$ cat config.mk
export PLATFORM = sky130hd
export DESIGN_NAME = adc_channel_range_sequencer
export DESIGN_NICKNAME = d
export VERILOG_FILES = /design/src/adc_seq_pkg.sv /design/src/adc_channel_range_sequencer.sv /design/src/adc_range_decoder.sv
export SDC_FILE = /design/constraint.sdc
export NUM_CORES = 1
export LEC_CHECK = 0
export ABC_CLOCK_PERIOD_IN_PS = 3300
export BUFFER_PORTS_ARGS = -buffer_cell sky130_fd_sc_hd__buf_4
export CAP_MARGIN = 20
export CORE_MARGIN = 2
export CORE_UTILIZATION = 40
export DETAILED_ROUTE_END_ITERATION = 7
export PLACE_DENSITY = 0.62
export SETUP_SLACK_MARGIN = 0.5
export SYNTH_ARGS = -nofsm -noshare
export SYNTH_HDL_FRONTEND = slang
export SYNTH_SLANG_ARGS = --single-unit
$ cat constraint.sdc
create_clock -name ref_clk_in -period 3.3 [get_ports ref_clk_in]
set_clock_uncertainty 0.05 [all_clocks]
set_input_delay 0.33 -clock ref_clk_in [delete_from_list [all_inputs] [get_ports ref_clk_in]]
set_output_delay 0.33 -clock ref_clk_in [all_outputs]
set_load 0.01 [all_outputs]
$ cat src/adc_seq_pkg.sv
/*
  Shared constants and carrier types for the channel range sequencer.
  Assumes a single clock domain and a host that writes settings as plain ports.
*/
package adc_seq_pkg;

  // ************************************************
  // Sizes
  // ************************************************
  localparam int MAX_CH = 8;
  localparam int CH_W = 3;
  localparam int RANGE_W = 4;
  localparam int RES_W = 14;
  localparam int SHIFT_W = 3;

  // ************************************************
  // Reset values
  // ************************************************
  localparam logic [RANGE_W-1:0] RANGE_RESET = 4'h0;
  localparam logic [CH_W-1:0] CHANNEL_RESET = 3'h0;

  // ************************************************
  // Range codes
  // ************************************************
  localparam logic [RANGE_W-1:0] CODE_BIP_2P5 = 4'h0;
  localparam logic [RANGE_W-1:0] CODE_BIP_1P25 = 4'h1;
  localparam logic [RANGE_W-1:0] CODE_BIP_0P625 = 4'h2;
  localparam logic [RANGE_W-1:0] CODE_BIP_0P3125 = 4'h3;
  localparam logic [RANGE_W-1:0] CODE_BIP_0P15625 = 4'hb;
  localparam logic [RANGE_W-1:0] CODE_UNI_2P5 = 4'h5;
  localparam logic [RANGE_W-1:0] CODE_UNI_1P25 = 4'h6;
  localparam logic [RANGE_W-1:0] CODE_UNI_0P625 = 4'h7;
  localparam logic [RANGE_W-1:0] CODE_UNI_0P3125 = 4'hf;

  // ************************************************
  // Types
  // ************************************************
  typedef enum logic [1:0] {
    MODE_MANUAL = 2'b01,
    MODE_AUTO = 2'b10
  } scan_mode_e;

  // Span is 2.5 x reference divided by 2**gain_shift
  typedef struct packed {
    logic valid;
    logic unipolar;
    logic [SHIFT_W-1:0] gain_shift;
  } range_info_s;

  typedef struct packed {
    logic valid;
    logic [CH_W-1:0] channel;
    logic [RANGE_W-1:0] range_code;
  } range_write_s;

  typedef struct packed {
    logic valid;
    logic [CH_W-1:0] channel;
  } channel_cmd_s;

  typedef struct packed {
    logic valid;
    logic [CH_W-1:0] channel;
    logic [RES_W-1:0] code;
  } result_s;

  typedef struct packed {
    logic [MAX_CH-1:0][RANGE_W-1:0] range;
    scan_mode_e mode;
    logic [CH_W-1:0] mux_sel;
    logic cs_n_prev;
    logic sample_strobe;
    logic [CH_W-1:0] sample_ch;
    result_s result;
    logic ref_internal;
    logic [CH_W:0] scan_count;
    range_info_s info;
  } seq_state_s;

endpackage

$ cat src/adc_channel_range_sequencer.sv
/*
  Channel range table, multiplexer sequencer and reference selection.
  Assumes chip select and all settings are synchronous to ref_clk_in.
*/
//
// Operation
// - Multiplexer serves 4 or 8 channels; its output feeds the converter.
// - Each channel holds its own 4-bit range code setting front-end gain.
// - After reset all range codes are zero, the widest bipolar span.
// - Bipolar codes 0,1,2,3,b give 2.5 down to 0.15625 times reference.
// - Unipolar codes 5,6,7,f give 0 to 2.5 down to 0.3125 reference.
// - Manual mode: host command picks the channel that is sampled next.
// - Auto mode: channel advances on each chip-select fall after sampling.
// - Auto mode visits only enabled channels, in ascending order.
// - Total rate shared equally; per-channel rate is total over count.
// - Strap low: internal reference, driven out on the reference pin.
// - Strap high: external reference, reference pin is an input.
// - Results are 14-bit straight binary, same format on every channel.
`timescale 1ns/1ps
module adc_channel_range_sequencer #(
  parameter int NUM_CH = 8
) (
  // Clock and reset
  input wire logic ref_clk_in,
  input wire logic sys_rst_in,
  // Host settings
  input wire adc_seq_pkg::range_write_s channel_range_select_in,
  input wire adc_seq_pkg::channel_cmd_s manual_channel_command_in,
  input wire logic auto_mode_in,
  input wire logic [adc_seq_pkg::MAX_CH-1:0] scan_enable_in,
  // Frame and conversion
  input wire logic cs_n_in,
  input wire logic [adc_seq_pkg::RES_W-1:0] conv_code_in,
  input wire logic conv_valid_in,
  // Reference strap
  input wire logic reference_source_strap_in,
  // Multiplexer
  output logic [adc_seq_pkg::CH_W-1:0] mux_sel_out,
  output adc_seq_pkg::range_info_s active_range_out,
  output logic [adc_seq_pkg::MAX_CH-1:0][adc_seq_pkg::RANGE_W-1:0] range_table_out,
  output logic sample_strobe_out,
  output logic [adc_seq_pkg::CH_W-1:0] sample_channel_out,
  output logic [adc_seq_pkg::CH_W:0] scan_count_out,
  // Results
  output adc_seq_pkg::result_s result_out,
  // Reference
  output logic ref_internal_out,
  output logic reference_io_pin_out,
  output logic reference_io_pin_oe_n_out
);

  // ************************************************
  // Helpers
  // ************************************************
  function automatic logic [adc_seq_pkg::CH_W-1:0] next_enabled(
    input logic [adc_seq_pkg::MAX_CH-1:0] mask,
    input logic [adc_seq_pkg::CH_W-1:0] cur
  );
    logic [adc_seq_pkg::CH_W-1:0] res;
    logic found;
    int idx;
    res = cur;
    found = 1'b0;
    for (int i = 1; i <= NUM_CH; i++) begin
      idx = (int'(cur) + i) % NUM_CH;
      if (!found && mask[idx]) begin
        res = adc_seq_pkg::CH_W'(idx);
        found = 1'b1;
      end
    end
    return res;
  endfunction

  function automatic logic [adc_seq_pkg::CH_W:0] count_enabled(
    input logic [adc_seq_pkg::MAX_CH-1:0] mask
  );
    logic [adc_seq_pkg::CH_W:0] n;
    n = '0;
    for (int i = 0; i < NUM_CH; i++) begin
      n = n + {{adc_seq_pkg::CH_W{1'b0}}, mask[i]};
    end
    return n;
  endfunction

  // ************************************************
  // State
  // ************************************************
  adc_seq_pkg::seq_state_s st_reg;
  adc_seq_pkg::seq_state_s st_next;
  adc_seq_pkg::range_info_s info_dec;
  logic [adc_seq_pkg::MAX_CH-1:0] mask_eff;
  logic cs_fall;
  logic auto_entry;

  adc_range_decoder u_decoder (
    .code_in(st_reg.range[st_reg.mux_sel]),
    .info_out(info_dec)
  );

  always_comb begin
    mask_eff = '0;
    for (int i = 0; i < NUM_CH; i++) begin
      mask_eff[i] = scan_enable_in[i];
    end
    cs_fall = st_reg.cs_n_prev && !cs_n_in;
    auto_entry = auto_mode_in && (st_reg.mode == adc_seq_pkg::MODE_MANUAL);
    st_next = st_reg;
    st_next.cs_n_prev = cs_n_in;
    st_next.mode = auto_mode_in ? adc_seq_pkg::MODE_AUTO : adc_seq_pkg::MODE_MANUAL;
    st_next.sample_strobe = 1'b0;
    st_next.info = info_dec;
    st_next.scan_count = auto_mode_in ? count_enabled(mask_eff) : 4'h1;
    st_next.ref_internal = !reference_source_strap_in;
    if (channel_range_select_in.valid && (int'(channel_range_select_in.channel) < NUM_CH)) begin
      st_next.range[channel_range_select_in.channel] = channel_range_select_in.range_code;
    end
    if (cs_fall) begin
      st_next.sample_strobe = 1'b1;
      st_next.sample_ch = st_reg.mux_sel;
    end
    if (auto_entry) begin
      st_next.mux_sel = next_enabled(mask_eff, NUM_CH - 1 > 0 ? adc_seq_pkg::CH_W'(NUM_CH - 1) : '0);
    end else if (auto_mode_in && cs_fall) begin
      st_next.mux_sel = next_enabled(mask_eff, st_reg.mux_sel);
    end else if (!auto_mode_in && manual_channel_command_in.valid
                 && (int'(manual_channel_command_in.channel) < NUM_CH)) begin
      st_next.mux_sel = manual_channel_command_in.channel;
    end
    st_next.result.valid = conv_valid_in;
    if (conv_valid_in) begin
      st_next.result.code = conv_code_in;
      st_next.result.channel = st_reg.sample_ch;
    end
  end

  always_ff @(posedge ref_clk_in or posedge sys_rst_in) begin
    if (sys_rst_in) begin
      st_reg <= '0;
      st_reg.range <= {adc_seq_pkg::MAX_CH{adc_seq_pkg::RANGE_RESET}};
      st_reg.mode <= adc_seq_pkg::MODE_MANUAL;
      st_reg.mux_sel <= adc_seq_pkg::CHANNEL_RESET;
      st_reg.cs_n_prev <= 1'b1;
      st_reg.ref_internal <= 1'b1;
      st_reg.scan_count <= 4'h1;
      st_reg.info <= '{1'b1, 1'b0, 3'h0};
    end else begin
      st_reg <= st_next;
    end
  end

  // ************************************************
  // Outputs
  // ************************************************
  assign mux_sel_out = st_reg.mux_sel;
  assign active_range_out = st_reg.info;
  assign range_table_out = st_reg.range;
  assign sample_strobe_out = st_reg.sample_strobe;
  assign sample_channel_out = st_reg.sample_ch;
  assign scan_count_out = st_reg.scan_count;
  assign result_out = st_reg.result;
  assign ref_internal_out = st_reg.ref_internal;
  assign reference_io_pin_out = st_reg.ref_internal;
  assign reference_io_pin_oe_n_out = !st_reg.ref_internal;

  // ************************************************
  // Assertions
  // ************************************************
  a_auto_advance: assert property (@(posedge ref_clk_in) disable iff (sys_rst_in)
    (auto_mode_in && st_reg.mode == adc_seq_pkg::MODE_AUTO && cs_fall)
    |=> (st_reg.mux_sel == next_enabled($past(mask_eff), $past(st_reg.mux_sel))))
    else $error("auto channel did not advance");
  a_auto_enabled_only: assert property (@(posedge ref_clk_in) disable iff (sys_rst_in)
    (auto_mode_in && cs_fall && mask_eff[st_reg.mux_sel]) |=> mask_eff[st_reg.mux_sel] || !auto_mode_in)
    else $error("auto scan left enabled set");
  a_auto_wrap: assert property (@(posedge ref_clk_in) disable iff (sys_rst_in)
    (auto_mode_in && st_reg.mode == adc_seq_pkg::MODE_AUTO && cs_fall
     && ((mask_eff >> (int'(st_reg.mux_sel) + 1)) == '0) && mask_eff != '0)
    |=> (st_reg.mux_sel <= $past(st_reg.mux_sel)))
    else $error("no wrap to lowest channel");
  a_manual_select: assert property (@(posedge ref_clk_in) disable iff (sys_rst_in)
    (!auto_mode_in && !auto_entry && manual_channel_command_in.valid
     && int'(manual_channel_command_in.channel) < NUM_CH)
    |=> (st_reg.mux_sel == $past(manual_channel_command_in.channel)))
    else $error("manual command ignored");
  a_sample_channel: assert property (@(posedge ref_clk_in) disable iff (sys_rst_in)
    cs_fall |=> (sample_strobe_out && sample_channel_out == $past(st_reg.mux_sel)))
    else $error("sample strobe or channel wrong");
  a_range_write: assert property (@(posedge ref_clk_in) disable iff (sys_rst_in)
    (channel_range_select_in.valid && int'(channel_range_select_in.channel) < NUM_CH)
    |=> (range_table_out[$past(channel_range_select_in.channel)] == $past(channel_range_select_in.range_code)))
    else $error("range code not stored");
  a_range_decode: assert property (@(posedge ref_clk_in) disable iff (sys_rst_in)
    (st_reg.range[st_reg.mux_sel] == adc_seq_pkg::CODE_BIP_0P15625)
    |=> (active_range_out.valid && !active_range_out.unipolar && active_range_out.gain_shift == 3'h4))
    else $error("bipolar decode wrong");
  a_uni_decode: assert property (@(posedge ref_clk_in) disable iff (sys_rst_in)
    (st_reg.range[st_reg.mux_sel] == adc_seq_pkg::CODE_UNI_0P3125)
    |=> (active_range_out.unipolar && active_range_out.gain_shift == 3'h3))
    else $error("unipolar decode wrong");
  a_reset_range: assert property (@(posedge ref_clk_in)
    $fell(sys_rst_in) |-> (range_table_out == '0))
    else $error("range table not zero after reset");
  a_ref_internal: assert property (@(posedge ref_clk_in) disable iff (sys_rst_in)
    !reference_source_strap_in |=> (!reference_io_pin_oe_n_out && reference_io_pin_out))
    else $error("internal reference not driven");
  a_ref_external: assert property (@(posedge ref_clk_in) disable iff (sys_rst_in)
    reference_source_strap_in |=> reference_io_pin_oe_n_out)
    else $error("reference pin driven in external mode");
  a_scan_count: assert property (@(posedge ref_clk_in) disable iff (sys_rst_in)
    auto_mode_in |=> (scan_count_out == count_enabled($past(mask_eff))))
    else $error("scan count wrong");
  a_result_pass: assert property (@(posedge ref_clk_in) disable iff (sys_rst_in)
    conv_valid_in |=> (result_out.valid && result_out.code == $past(conv_code_in)))
    else $error("result code altered");

  c_auto_two_steps: cover property (@(posedge ref_clk_in) disable iff (sys_rst_in)
    (auto_mode_in && cs_fall) ##[1:20] (auto_mode_in && cs_fall));
  c_manual_then_sample: cover property (@(posedge ref_clk_in) disable iff (sys_rst_in)
    (!auto_mode_in && manual_channel_command_in.valid) ##[1:20] cs_fall);
  c_external_ref: cover property (@(posedge ref_clk_in) disable iff (sys_rst_in)
    reference_source_strap_in ##1 reference_io_pin_oe_n_out);

endmodule // adc_channel_range_sequencer

$ cat src/adc_range_decoder.sv
/*
  Combinational decoder from a 4-bit range code to span information.
  Assumes codes arrive from the range table of the sequencer.
*/
`timescale 1ns/1ps
module adc_range_decoder (
  // Code in
  input wire logic [adc_seq_pkg::RANGE_W-1:0] code_in,
  // Decoded span
  output adc_seq_pkg::range_info_s info_out
);

  always_comb begin
    info_out = '0;
    case (code_in)
      adc_seq_pkg::CODE_BIP_2P5: info_out = '{1'b1, 1'b0, 3'h0};
      adc_seq_pkg::CODE_BIP_1P25: info_out = '{1'b1, 1'b0, 3'h1};
      adc_seq_pkg::CODE_BIP_0P625: info_out = '{1'b1, 1'b0, 3'h2};
      adc_seq_pkg::CODE_BIP_0P3125: info_out = '{1'b1, 1'b0, 3'h3};
      adc_seq_pkg::CODE_BIP_0P15625: info_out = '{1'b1, 1'b0, 3'h4};
      adc_seq_pkg::CODE_UNI_2P5: info_out = '{1'b1, 1'b1, 3'h0};
      adc_seq_pkg::CODE_UNI_1P25: info_out = '{1'b1, 1'b1, 3'h1};
      adc_seq_pkg::CODE_UNI_0P625: info_out = '{1'b1, 1'b1, 3'h2};
      adc_seq_pkg::CODE_UNI_0P3125: info_out = '{1'b1, 1'b1, 3'h3};
      default: info_out = '0;
    endcase
  end

endmodule // adc_range_decoder

==> results of run 1 <==
==> synth_stat cells (5+ instances only) <==
cell type / number / area [um2]
a21oi_1: 11 / 55.1
buf_4: 66 / 495
clkbuf_1: 7 / 26.3
dfrtp_1: 65 / 1630
dfstp_2: 5 / 131
ha_1: 8 / 100
inv_1: 19 / 71.3
mux2_2: 54 / 608
mux2i_1: 13 / 130
mux4_2: 16 / 360
nand2_1: 21 / 78.8
nand2b_1: 7 / 43.8
nand3_1: 5 / 25.0
nor2_1: 14 / 52.6
nor3_1: 5 / 25.0
o21ai_0: 5 / 25.0
==> metal layers <==
metal / track usage (%) / vias to the layer above / share of wire [%]
li1: - / 1357 / -
met3: 4.10 / 6 / 5.9
met4: 4.58 / 0 / 0.88
met1: 21.3 / 1412 / 45
met2: 26.2 / 80 / 48
met5: 0 / - / 0
==> cells in the final DEF, fill, tap and decap left out, types with 7 or more instances in the layout <==
master,netlist,layout
a21oi_1,11,11
buf_4,66,114
clkbuf_8,0,11
dfrtp_1,65,64
ha_1,8,7
inv_1,19,17
mux2_2,54,52
mux2i_1,13,12
mux4_2,16,16
nand2_1,21,21
nand2b_1,7,7
nor2_1,14,14
==> layout make-up <==
| cell class | count | area, um2 |
|---|---|---|
| fill | 980 | 5620 |
| sequential | 70 | 1760 |
| clock buffer | 11 | 141 |
| inverter | 19 | 71.3 |
| timing repair buffer | 115 | 870 |
| clock inverter | 5 | 106 |
| tap | 140 | 175 |
| multi-input combinational | 208 | 2000 |
==> logic make-up (layout without fill, tap and decap cells) <==
group / count (synthesis) / after routing
DFF: 70 / 70
xor gates and xnor gates: 4 / 4
adders and majority gates: 12 / 12
buffers and inverters: 97 / 150
muxes: 84 / 84
AOI/OAI and AO/OA: 40 / 40
and+or+nand+nor: 68 / 68
==> power breakdown <==
| part | internal [mW] | switching, mW |
|---|---|---|
| combinational | 0.678 | 0.631 |
| sequential | 1.03 | 0.123 |
| clock | 0.526 | 0.336 |
==> metrics by stage <==
step / total power [mW] / area (um2)
after floorplan: 2.22 / 4390
after global placement: 2.45 / 4850
after detailed placement: 2.48 / 4850
after CTS: 3.35 / 5100
after global routing: 3.53 / 5120
final: 3.33 / 5120
==> worst paths after layout <==
check / startpoint / endpoint / slack (ps) / depth (start not counted)
max reg2reg: mux_sel_out[0] / mux_sel_out[1] / 640 / 7
max: mux_sel_out[0] / mux_sel_out[1] / 640 / 7
min reg2reg: result_out[10] / result_out[10] / 460 / 1
min: reference_source_strap_in / ref_internal_out / 30 / 2
min in group asynchronous: sys_rst_in / range_table_out[30] / 40 / 2
max in group asynchronous: sys_rst_in / st_reg[32] / 2330 / 3
==> worst max-delay path, cell delays in order, from the launching register on <==
cell and delay (ps):
dfrtp_1 370, clkbuf_8 300, mux4_2 590, mux2_4 330, o41ai_4 360, a311oi_1 140
o31ai_1 300, a21oi_1 110
==> repair_timing <==
action / CTS / global route
setup endpoints to repair: 0 / 3
hold buffers: 0 / 0
resized for setup: 0 / 7
==> flow_summary_export.csv, run 1 <==
group,metric,value,unit
drt,finalWirelength,9190,um
drt,wire_per_inst,16.2,um
setup_path,end_kind,"register",
clock_tree,cts_htree_levels,3,
sta,setup_tns,0,ps
outcome,outcome,"finished, final reports clean",
drt,drt_pass1_iterations,4,
power_and_ir_drop,vdd_drop_max,263,uV
setup_path,start_kind,"register",
yosys,avgSynthCellArea,11.6,um2
sta,slew_headroom,46.9,%
drt,drc,0,
grt,antenna_found_initial,0,
yosys,yosys_register_bits,70,
finish,n_antenna_cell,0,
yosys,synthDistinctLibCells,50,
grt,first_global_vias,2905,
yosys,ys_seq_area_share,40.3,%
yosys,synth-simple-area-share,7.75,%
sta,setup_viol,0,
die,start_util,40.6,%
placement,dp_hpwl,6860,um
yosys,synth-async-reset-ratio,100,%
finish,area_growth,17.4,%
grt,grt_pass1_wl,14600,um
yosys,ys_warn_count,0,
clock_tree,cts_root_buf,"clkbuf_8",
grt,grt_max_degree,33,
placement,dp_cells,552,
yosys,synth-xor-area-share,0.803,%
setup_path,worstPathMaxFanout,24,
setup_path,arrival,2830,ps
sta,worst_slew_pin_slew,791,ps
yosys,synthesis.nets,427,
clock_tree,postCtsSetupRepairBufs,0,
flow_run,maxCapViolCount,0,
die,design.core.area,10700,um2
clock_tree,cts.clk_slew.worst_paths,80,ps
sta,fin_crit_sh,80.7,%
sta,finalHoldViolCount,0,
yosys,syn-cell-area,4360,um2
sta,fin_ws,636,ps
setup_path,critPathRequiredTime,3470,ps
placement,io_buffer_count,108,
clock_tree,worstSkewPairLatency,340,ps
drt,drt-initial-drc-count,78,
yosys,synth_compound_area_share,6.86,%
finish,fin_cells,568,
die,core.rowCount,38,
sta,rsz0062_at_grt,"yes",
grt,overflow,0,
yosys,synthAdderAreaFrac,4.13,%
clock_tree,cts_buffers,9,
drt,route.vias.total,2855,
power_and_ir_drop,p_per_area,650,nW/um2
finish,drive_gt1_share,50.9,%
die,die_x,108,um
die,dieArea,11800,um2
drt,viasPerCell,5.03,
placement,preCtsSetupSlack,284,ps
yosys,synth_top_family_by_area,"multiplexers",
clock_tree,cts.path.max_buffers,2,
clock_tree,cts.sinks,70,
yosys,muxShareOfSynthArea,25.5,%
sta,drv_slew,0,
die,dieHeight,108,um
setup_path,path_class,"register to register",
yosys,synth_flop_cell,"dfrtp_1",
finish,largest_reg_flops,32,
yosys,synth_edf_count,0,
placement,gp_congestion,0.880,
power_and_ir_drop,p_leak,2.33,nW
sta,min_period,2660,ps
clock_tree,cts_tree,"built",
die,pin_count,109,
finish,fin_util,47.7,%
yosys,syn-instance-count,375,
sta,fmax,375,MHz
grt,grt_util_all_layers,16.1,%
finish,nNetsFinal,475,
sta,hold_ws,33.6,ps
hold_path,hold_class,"input pin to register",
drt,postRouteAntennaNets,0,
No activity file was read; power rests on OpenSTA's default activity.
==> run 2, diff against run 1 <==
--- a/config.mk
+++ b/config.mk
@@ -5,13 +5,13 @@
 export SDC_FILE = /design/constraint.sdc
 export NUM_CORES = 1
 export LEC_CHECK = 0
-export ABC_CLOCK_PERIOD_IN_PS = 3300
+export ABC_CLOCK_PERIOD_IN_PS = 2600
 export BUFFER_PORTS_ARGS = -buffer_cell sky130_fd_sc_hd__buf_4
 export CAP_MARGIN = 20
 export CORE_MARGIN = 2
 export CORE_UTILIZATION = 40
 export DETAILED_ROUTE_END_ITERATION = 7
-export PLACE_DENSITY = 0.62
+export PLACE_DENSITY = 0.6
 export SETUP_SLACK_MARGIN = 0.5
 export SYNTH_ARGS = -nofsm -noshare
 export SYNTH_HDL_FRONTEND = slang
==> constraint.sdc (replaced) <==
create_clock -name ref_clk_in -period 2.6 [get_ports ref_clk_in]
set_clock_uncertainty 0.05 [all_clocks]
set_input_delay 0.26 -clock ref_clk_in [delete_from_list [all_inputs] [get_ports ref_clk_in]]
set_output_delay 0.26 -clock ref_clk_in [all_outputs]
set_load 0.01 [all_outputs]
==> flow_summary_export.csv, run 2 (synthesis results as in run 1) <==
group,metric,value,unit
outcome,outcome,"finished, final reports clean",
finish,drive_gt1_share,59.4,%
sta,rsz0062_at_grt,"yes",
die,design.core.area,10700,um2
clock_tree,worstSkewPairLatency,340,ps
die,pin_count,109,
drt,drc,0,
hold_path,hold_class,"input pin to register",
power_and_ir_drop,p_int,2.84,mW
power_and_ir_drop,switching_share,35.3,%
placement,dp_hpwl,7120,um
setup_path,start_kind,"register",
sta,drv_slew,0,
die,dieArea,11800,um2
sta,fmax,386,MHz
drt,finalWirelength,9960,um
finish,mostFrequentLayoutCells,"buf_4 (139), dfrtp_1 (64), mux2_2 (52), nand2_1 (17), mux4_2 (16)",
clock_tree,cts_htree_levels,3,
setup_path,reg2reg_to,"mux_sel_out[1]",
grt,grt_pass1_wl,16100,um
drt,viasPerCell,5.10,
drt,drt_pass1_iterations,4,
drt,postRouteAntennaNets,0,
drt,drt-initial-drc-count,105,
die,start_util,40.6,%
grt,antenna_found_initial,0,
power_and_ir_drop,p_per_area,790,nW/um2
hold_path,min_to,"st_reg[37]",
sta,finalHoldViolCount,0,
power_and_ir_drop,comb_power_share,48.9,%
sta,min_period,2590,ps
drt,wire_per_inst,16.5,um
placement,io_buffer_count,108,
sta,fin_ws,11.0,ps
placement,dpl_cell_area,5050,um2
finish,area_growth,27.3,%
sta,fin_crit_sh,99.6,%
sta,worst_slew_pin_slew,785,ps
setup_path,path_cells,"buf_12 > inv_6 > ha_4 > mux4_2 > mux2_4 > o41ai_4 > a311oi_1 > o31ai_1 > a21oi_1",
power_and_ir_drop,p_leak,2.51,nW
setup_path,crit_slowest_cell,"dfrtp_2",
power_and_ir_drop,p_seq_share,33.4,%
setup_path,arrival,2760,ps
setup_path,reg2reg_from,"mux_sel_out[0]",
setup_path,ff2ff_setup_slack,10,ps
setup_path,worst_path_largest_cell_delay,420,ps
clock_tree,cts.clk_slew.worst_paths,80,ps
grt,first_global_vias,3203,
placement,gp_congestion,0.819,
finish,final_common_cell,"buf_4",
finish,n_antenna_cell,0,
grt,grt_util_all_layers,17.9,%
die,core.rowCount,38,
finish,largest_reg_flops,32,
setup_path,path_delay_family,"compound AO/OA/AOI/OAI gates",
power_and_ir_drop,clock_power_share,17.7,%
finish,fin_cells,605,
clock_tree,cts_tree,"built",
clock_tree,cts_buffers,9,
setup_path,end_kind,"register",
drt,route.vias.total,3084,
finish,nNetsFinal,512,
power_and_ir_drop,power_switching,1.55,mW
clock_tree,cts.path.max_buffers,2,
finish,finish.instance_area,5550,um2
grt,grt_max_degree,71,
hold_path,hold_start,"auto_mode_in",
setup_path,reg2regPathDepth,9,
hold_path,hold-path-cell-count,1,
sta,setup_viol,0,
grt,overflow,0,
setup_path,path_class,"register to register",
setup_path,crit_buf_inv,2,
sta,slew_headroom,47.2,%
flow_run,maxCapViolCount,0,
placement,dp_cells,571,
clock_tree,cts.sinks,70,
placement,preCtsSetupSlack,-297,ps
power_and_ir_drop,vdd_drop_max,374,uV
die,die_x,108,um
setup_path,worstPathMaxFanout,6,
die,dieHeight,108,um
setup_path,critPathRequiredTime,2770,ps
clock_tree,cts_root_buf,"clkbuf_8",
## run 2: worst max path at each step
| stage | start | endpoint | slack [ps] | cells after the start |
|---|---|---|---|---|
| final | mux_sel_out[0] | mux_sel_out[1] | 10 | 9 |
| after global routing | mux_sel_out[0] | mux_sel_out[1] | -110 | 9 |
| after CTS | mux_sel_out[0] | mux_sel_out[1] | 30 | 9 |
| after detailed placement | scan_enable_in[0] | scan_count_out[2] | -300 | 11 |
| after global placement | scan_enable_in[0] | scan_count_out[1] | -220 | 10 |
| after floorplan | mux_sel_out[0] | mux_sel_out[0] | -90 | 12 |
## run 2: final cells by class
class / instances / area [um2]
timing repair buffer: 152 / 1230
clock inverter: 6 / 38.8
tap: 140 / 175
fill: 980 / 5190
multi-input combinational: 208 / 2140
inverter: 19 / 76.3
sequential: 70 / 1760
clock buffer: 10 / 128
## run 2: power by group through the flow
stage          Clock (mW)  Sequential (mW)  Combinational, mW
2_1_floorplan           0             1.42               1.42
3_3_place_gp            0             1.48               1.78
3_5_place_dp            0             1.49               1.82
4_1_cts             0.805             1.47               2.06
5_1_grt             0.870             1.50               2.32
6_report            0.774             1.47               2.14
## run 2: metal layers
layer	track usage (%)	wire length (um)
met5	0	0
met4	4.30	75
met3	4.70	543
met2	29.8	5050
met1	23.2	4280
## run 2: metrics by stage
stage	hold WS (ps)	setup TNS (ps)	power, mW	utilization [%]
floorplan	214	-274	2.84	-
global placement	323	-418	3.26	47.0
CTS	77.3	0	4.33	51.1
finish	92.6	0	4.39	51.7
global route	69.7	-197	4.68	51.7
detailed placement	321	-587	3.30	47.0
## run 2: timing repair
action,4_1_cts,5_1_grt
pin swaps,16,3
gates cloned,1,0
setup buffers,10,4
resized for setup,32,9
endpoints found under the setup margin,11,12
hold buffers,3,0
hold endpoints to repair,67,0
==> run 3, diff against run 2 <==
--- a/config.mk
+++ b/config.mk
@@ -9,9 +9,9 @@
 export BUFFER_PORTS_ARGS = -buffer_cell sky130_fd_sc_hd__buf_4
 export CAP_MARGIN = 20
 export CORE_MARGIN = 2
-export CORE_UTILIZATION = 40
+export CORE_UTILIZATION = 54
 export DETAILED_ROUTE_END_ITERATION = 7
-export PLACE_DENSITY = 0.6
+export PLACE_DENSITY = 0.78
 export SETUP_SLACK_MARGIN = 0.5
 export SYNTH_ARGS = -nofsm -noshare
 export SYNTH_HDL_FRONTEND = slang
==> flow_summary_export.csv, run 3 (synthesis results as in run 1) <==
group,metric,value,unit
outcome,outcome,"finished, final reports clean",
setup_path,worstPathMaxFanout,8,
drt,route.vias.total,3076,
clock_tree,cts.sinks,70,
die,dieHeight,93.9,um
sta,slew_headroom,46.7,%
finish,finish.instance_area,5410,um2
die,core.rowCount,32,
power_and_ir_drop,p_per_area,790,nW/um2
finish,n_antenna_cell,0,
finish,fin_util,69.7,%
finish,drive_gt1_share,57.5,%
sta,drv_slew,0,
placement,dpl_cell_area,4970,um2
setup_path,end_kind,"register",
sta,worst_slew_pin_slew,797,ps
clock_tree,cts_tree,"built",
sta,min_period,2570,ps
grt,grt_max_degree,37,
finish,final_common_cell,"buf_4",
setup_path,start_kind,"register",
die,design.core.area,7770,um2
die,die_x,93.9,um
finish,mostFrequentLayoutCells,"buf_4 (138), dfrtp_1 (65), mux2_2 (52), nand2_1 (20), mux4_2 (16)",
clock_tree,worstSkewPairLatency,350,ps
finish,area_growth,24.0,%
drt,drc,0,
sta,hold_ws,1.58,ps
sta,finalHoldViolCount,0,
clock_tree,cts_root_buf,"clkbuf_8",
drt,postRouteAntennaNets,0,
setup_path,arrival,2740,ps
placement,dp_hpwl,7020,um
grt,grt_pass1_wl,15500,um
die,start_util,56.2,%
clock_tree,cts.clk_slew.worst_paths,80,ps
sta,fmax,389,MHz
sta,setup_viol,0,
setup_path,critPathRequiredTime,2770,ps
drt,viasPerCell,5.46,
clock_tree,cts.path.max_buffers,2,
drt,finalWirelength,9750,um
placement,io_buffer_count,108,
setup_path,ff2ff_setup_slack,30,ps
power_and_ir_drop,p_leak,2.47,nW
placement,gp_congestion,0.878,
flow_run,maxCapViolCount,0,
sta,rsz0062_at_grt,"yes",
power_and_ir_drop,vdd_drop_max,438,uV
sta,setup_tns,0,ps
die,pin_count,109,
grt,grt_util_all_layers,22.6,%
sta,fin_ws,27.1,ps
drt,drt_pass1_iterations,4,
finish,fill_cells,586,
finish,largest_reg_flops,32,
die,dieArea,8810,um2
hold_path,hold_class,"input pin to asynchronous set/reset pin",
clock_tree,cts_buffers,9,
grt,first_global_vias,3094,
setup_path,path_class,"register to register",
grt,antenna_found_initial,0,
placement,preCtsSetupSlack,-265,ps
finish,nNetsFinal,508,
grt,overflow,0,
drt,drt-initial-drc-count,118,
sta,fin_crit_sh,99.0,%
drt,wire_per_inst,17.3,um
clock_tree,cts_htree_levels,3,
## run 3: changes by cell type in the layout (fill, tap and decap cells not counted), sizes merged
cell         before  now
buf             149  146
dlygate4sd3       3    2
## run 3: critical path, stage by stage, from the launching register on
cell	delay, ps
dfrtp_1	390
buf_12	160
buf_4	110
mux4_2	480
mux2_4	320
o41ai_4	370
a311oi_1	140
o31ai_1	310
a21oi_1	110
## run 3: cell type report
type | instances | area [um2] | area share (%)
inverters | 19 | 76.3 | 1.41
flip-flops and latches | 70 | 1760 | 32.5
well taps | 102 | 128 | 2.36
repair buffers | 148 | 1180 | 21.8
clock inverters | 6 | 38.8 | 0.717
clock buffers | 10 | 128 | 2.36
multi-input cells | 208 | 2100 | 38.8
## run 3: through the flow
stage	cells	total power, mW
after floorplan	375	2.84
after detailed placement	529	3.26
after global placement	529	3.21
final	563	4.28
after CTS	556	4.17
after global routing	563	4.53
## run 3: worst paths after layout
| path | cells after the start | end | start |
|---|---|---|---|
| worst min register to register | 1 | result_out[15] | result_out[15] |
| worst max-delay path | 8 | mux_sel_out[1] | mux_sel_out[0] |
| min in group ref_clk_in | 1 | st_reg[37] | auto_mode_in |
| max in group asynchronous | 3 | range_table_out[12] | sys_rst_in |
| worst min-delay path | 2 | result_out[11] | sys_rst_in |
| worst max register to register | 8 | mux_sel_out[1] | mux_sel_out[0] |
## run 3: where the power goes
group	total (mW)	switching (mW)	internal, mW
Combinational	2.04	0.929	1.11
Clock	0.772	0.427	0.345
Sequential	1.46	0.150	1.31
Total	4.28	1.51	2.77
## run 3: routing by layer
metal | GRT usage, % | vias to the layer above | routed length (um)
met5 | 0 | - | 0
met4 | 5.92 | 0 | 114
met3 | 5.22 | 13 | 607
met2 | 38.9 | 98 | 5190
met1 | 28.9 | 1538 | 3840
li1 | - | 1427 | -
## run 3: what timing repair did
item / CTS / global route
endpoints found under the setup margin: 10 / 12
pin swaps: 8 / 5
hold buffers: 2 / 0
hold endpoints to repair: 2 / 0
resized for setup: 16 / 15
setup buffers: 9 / 7
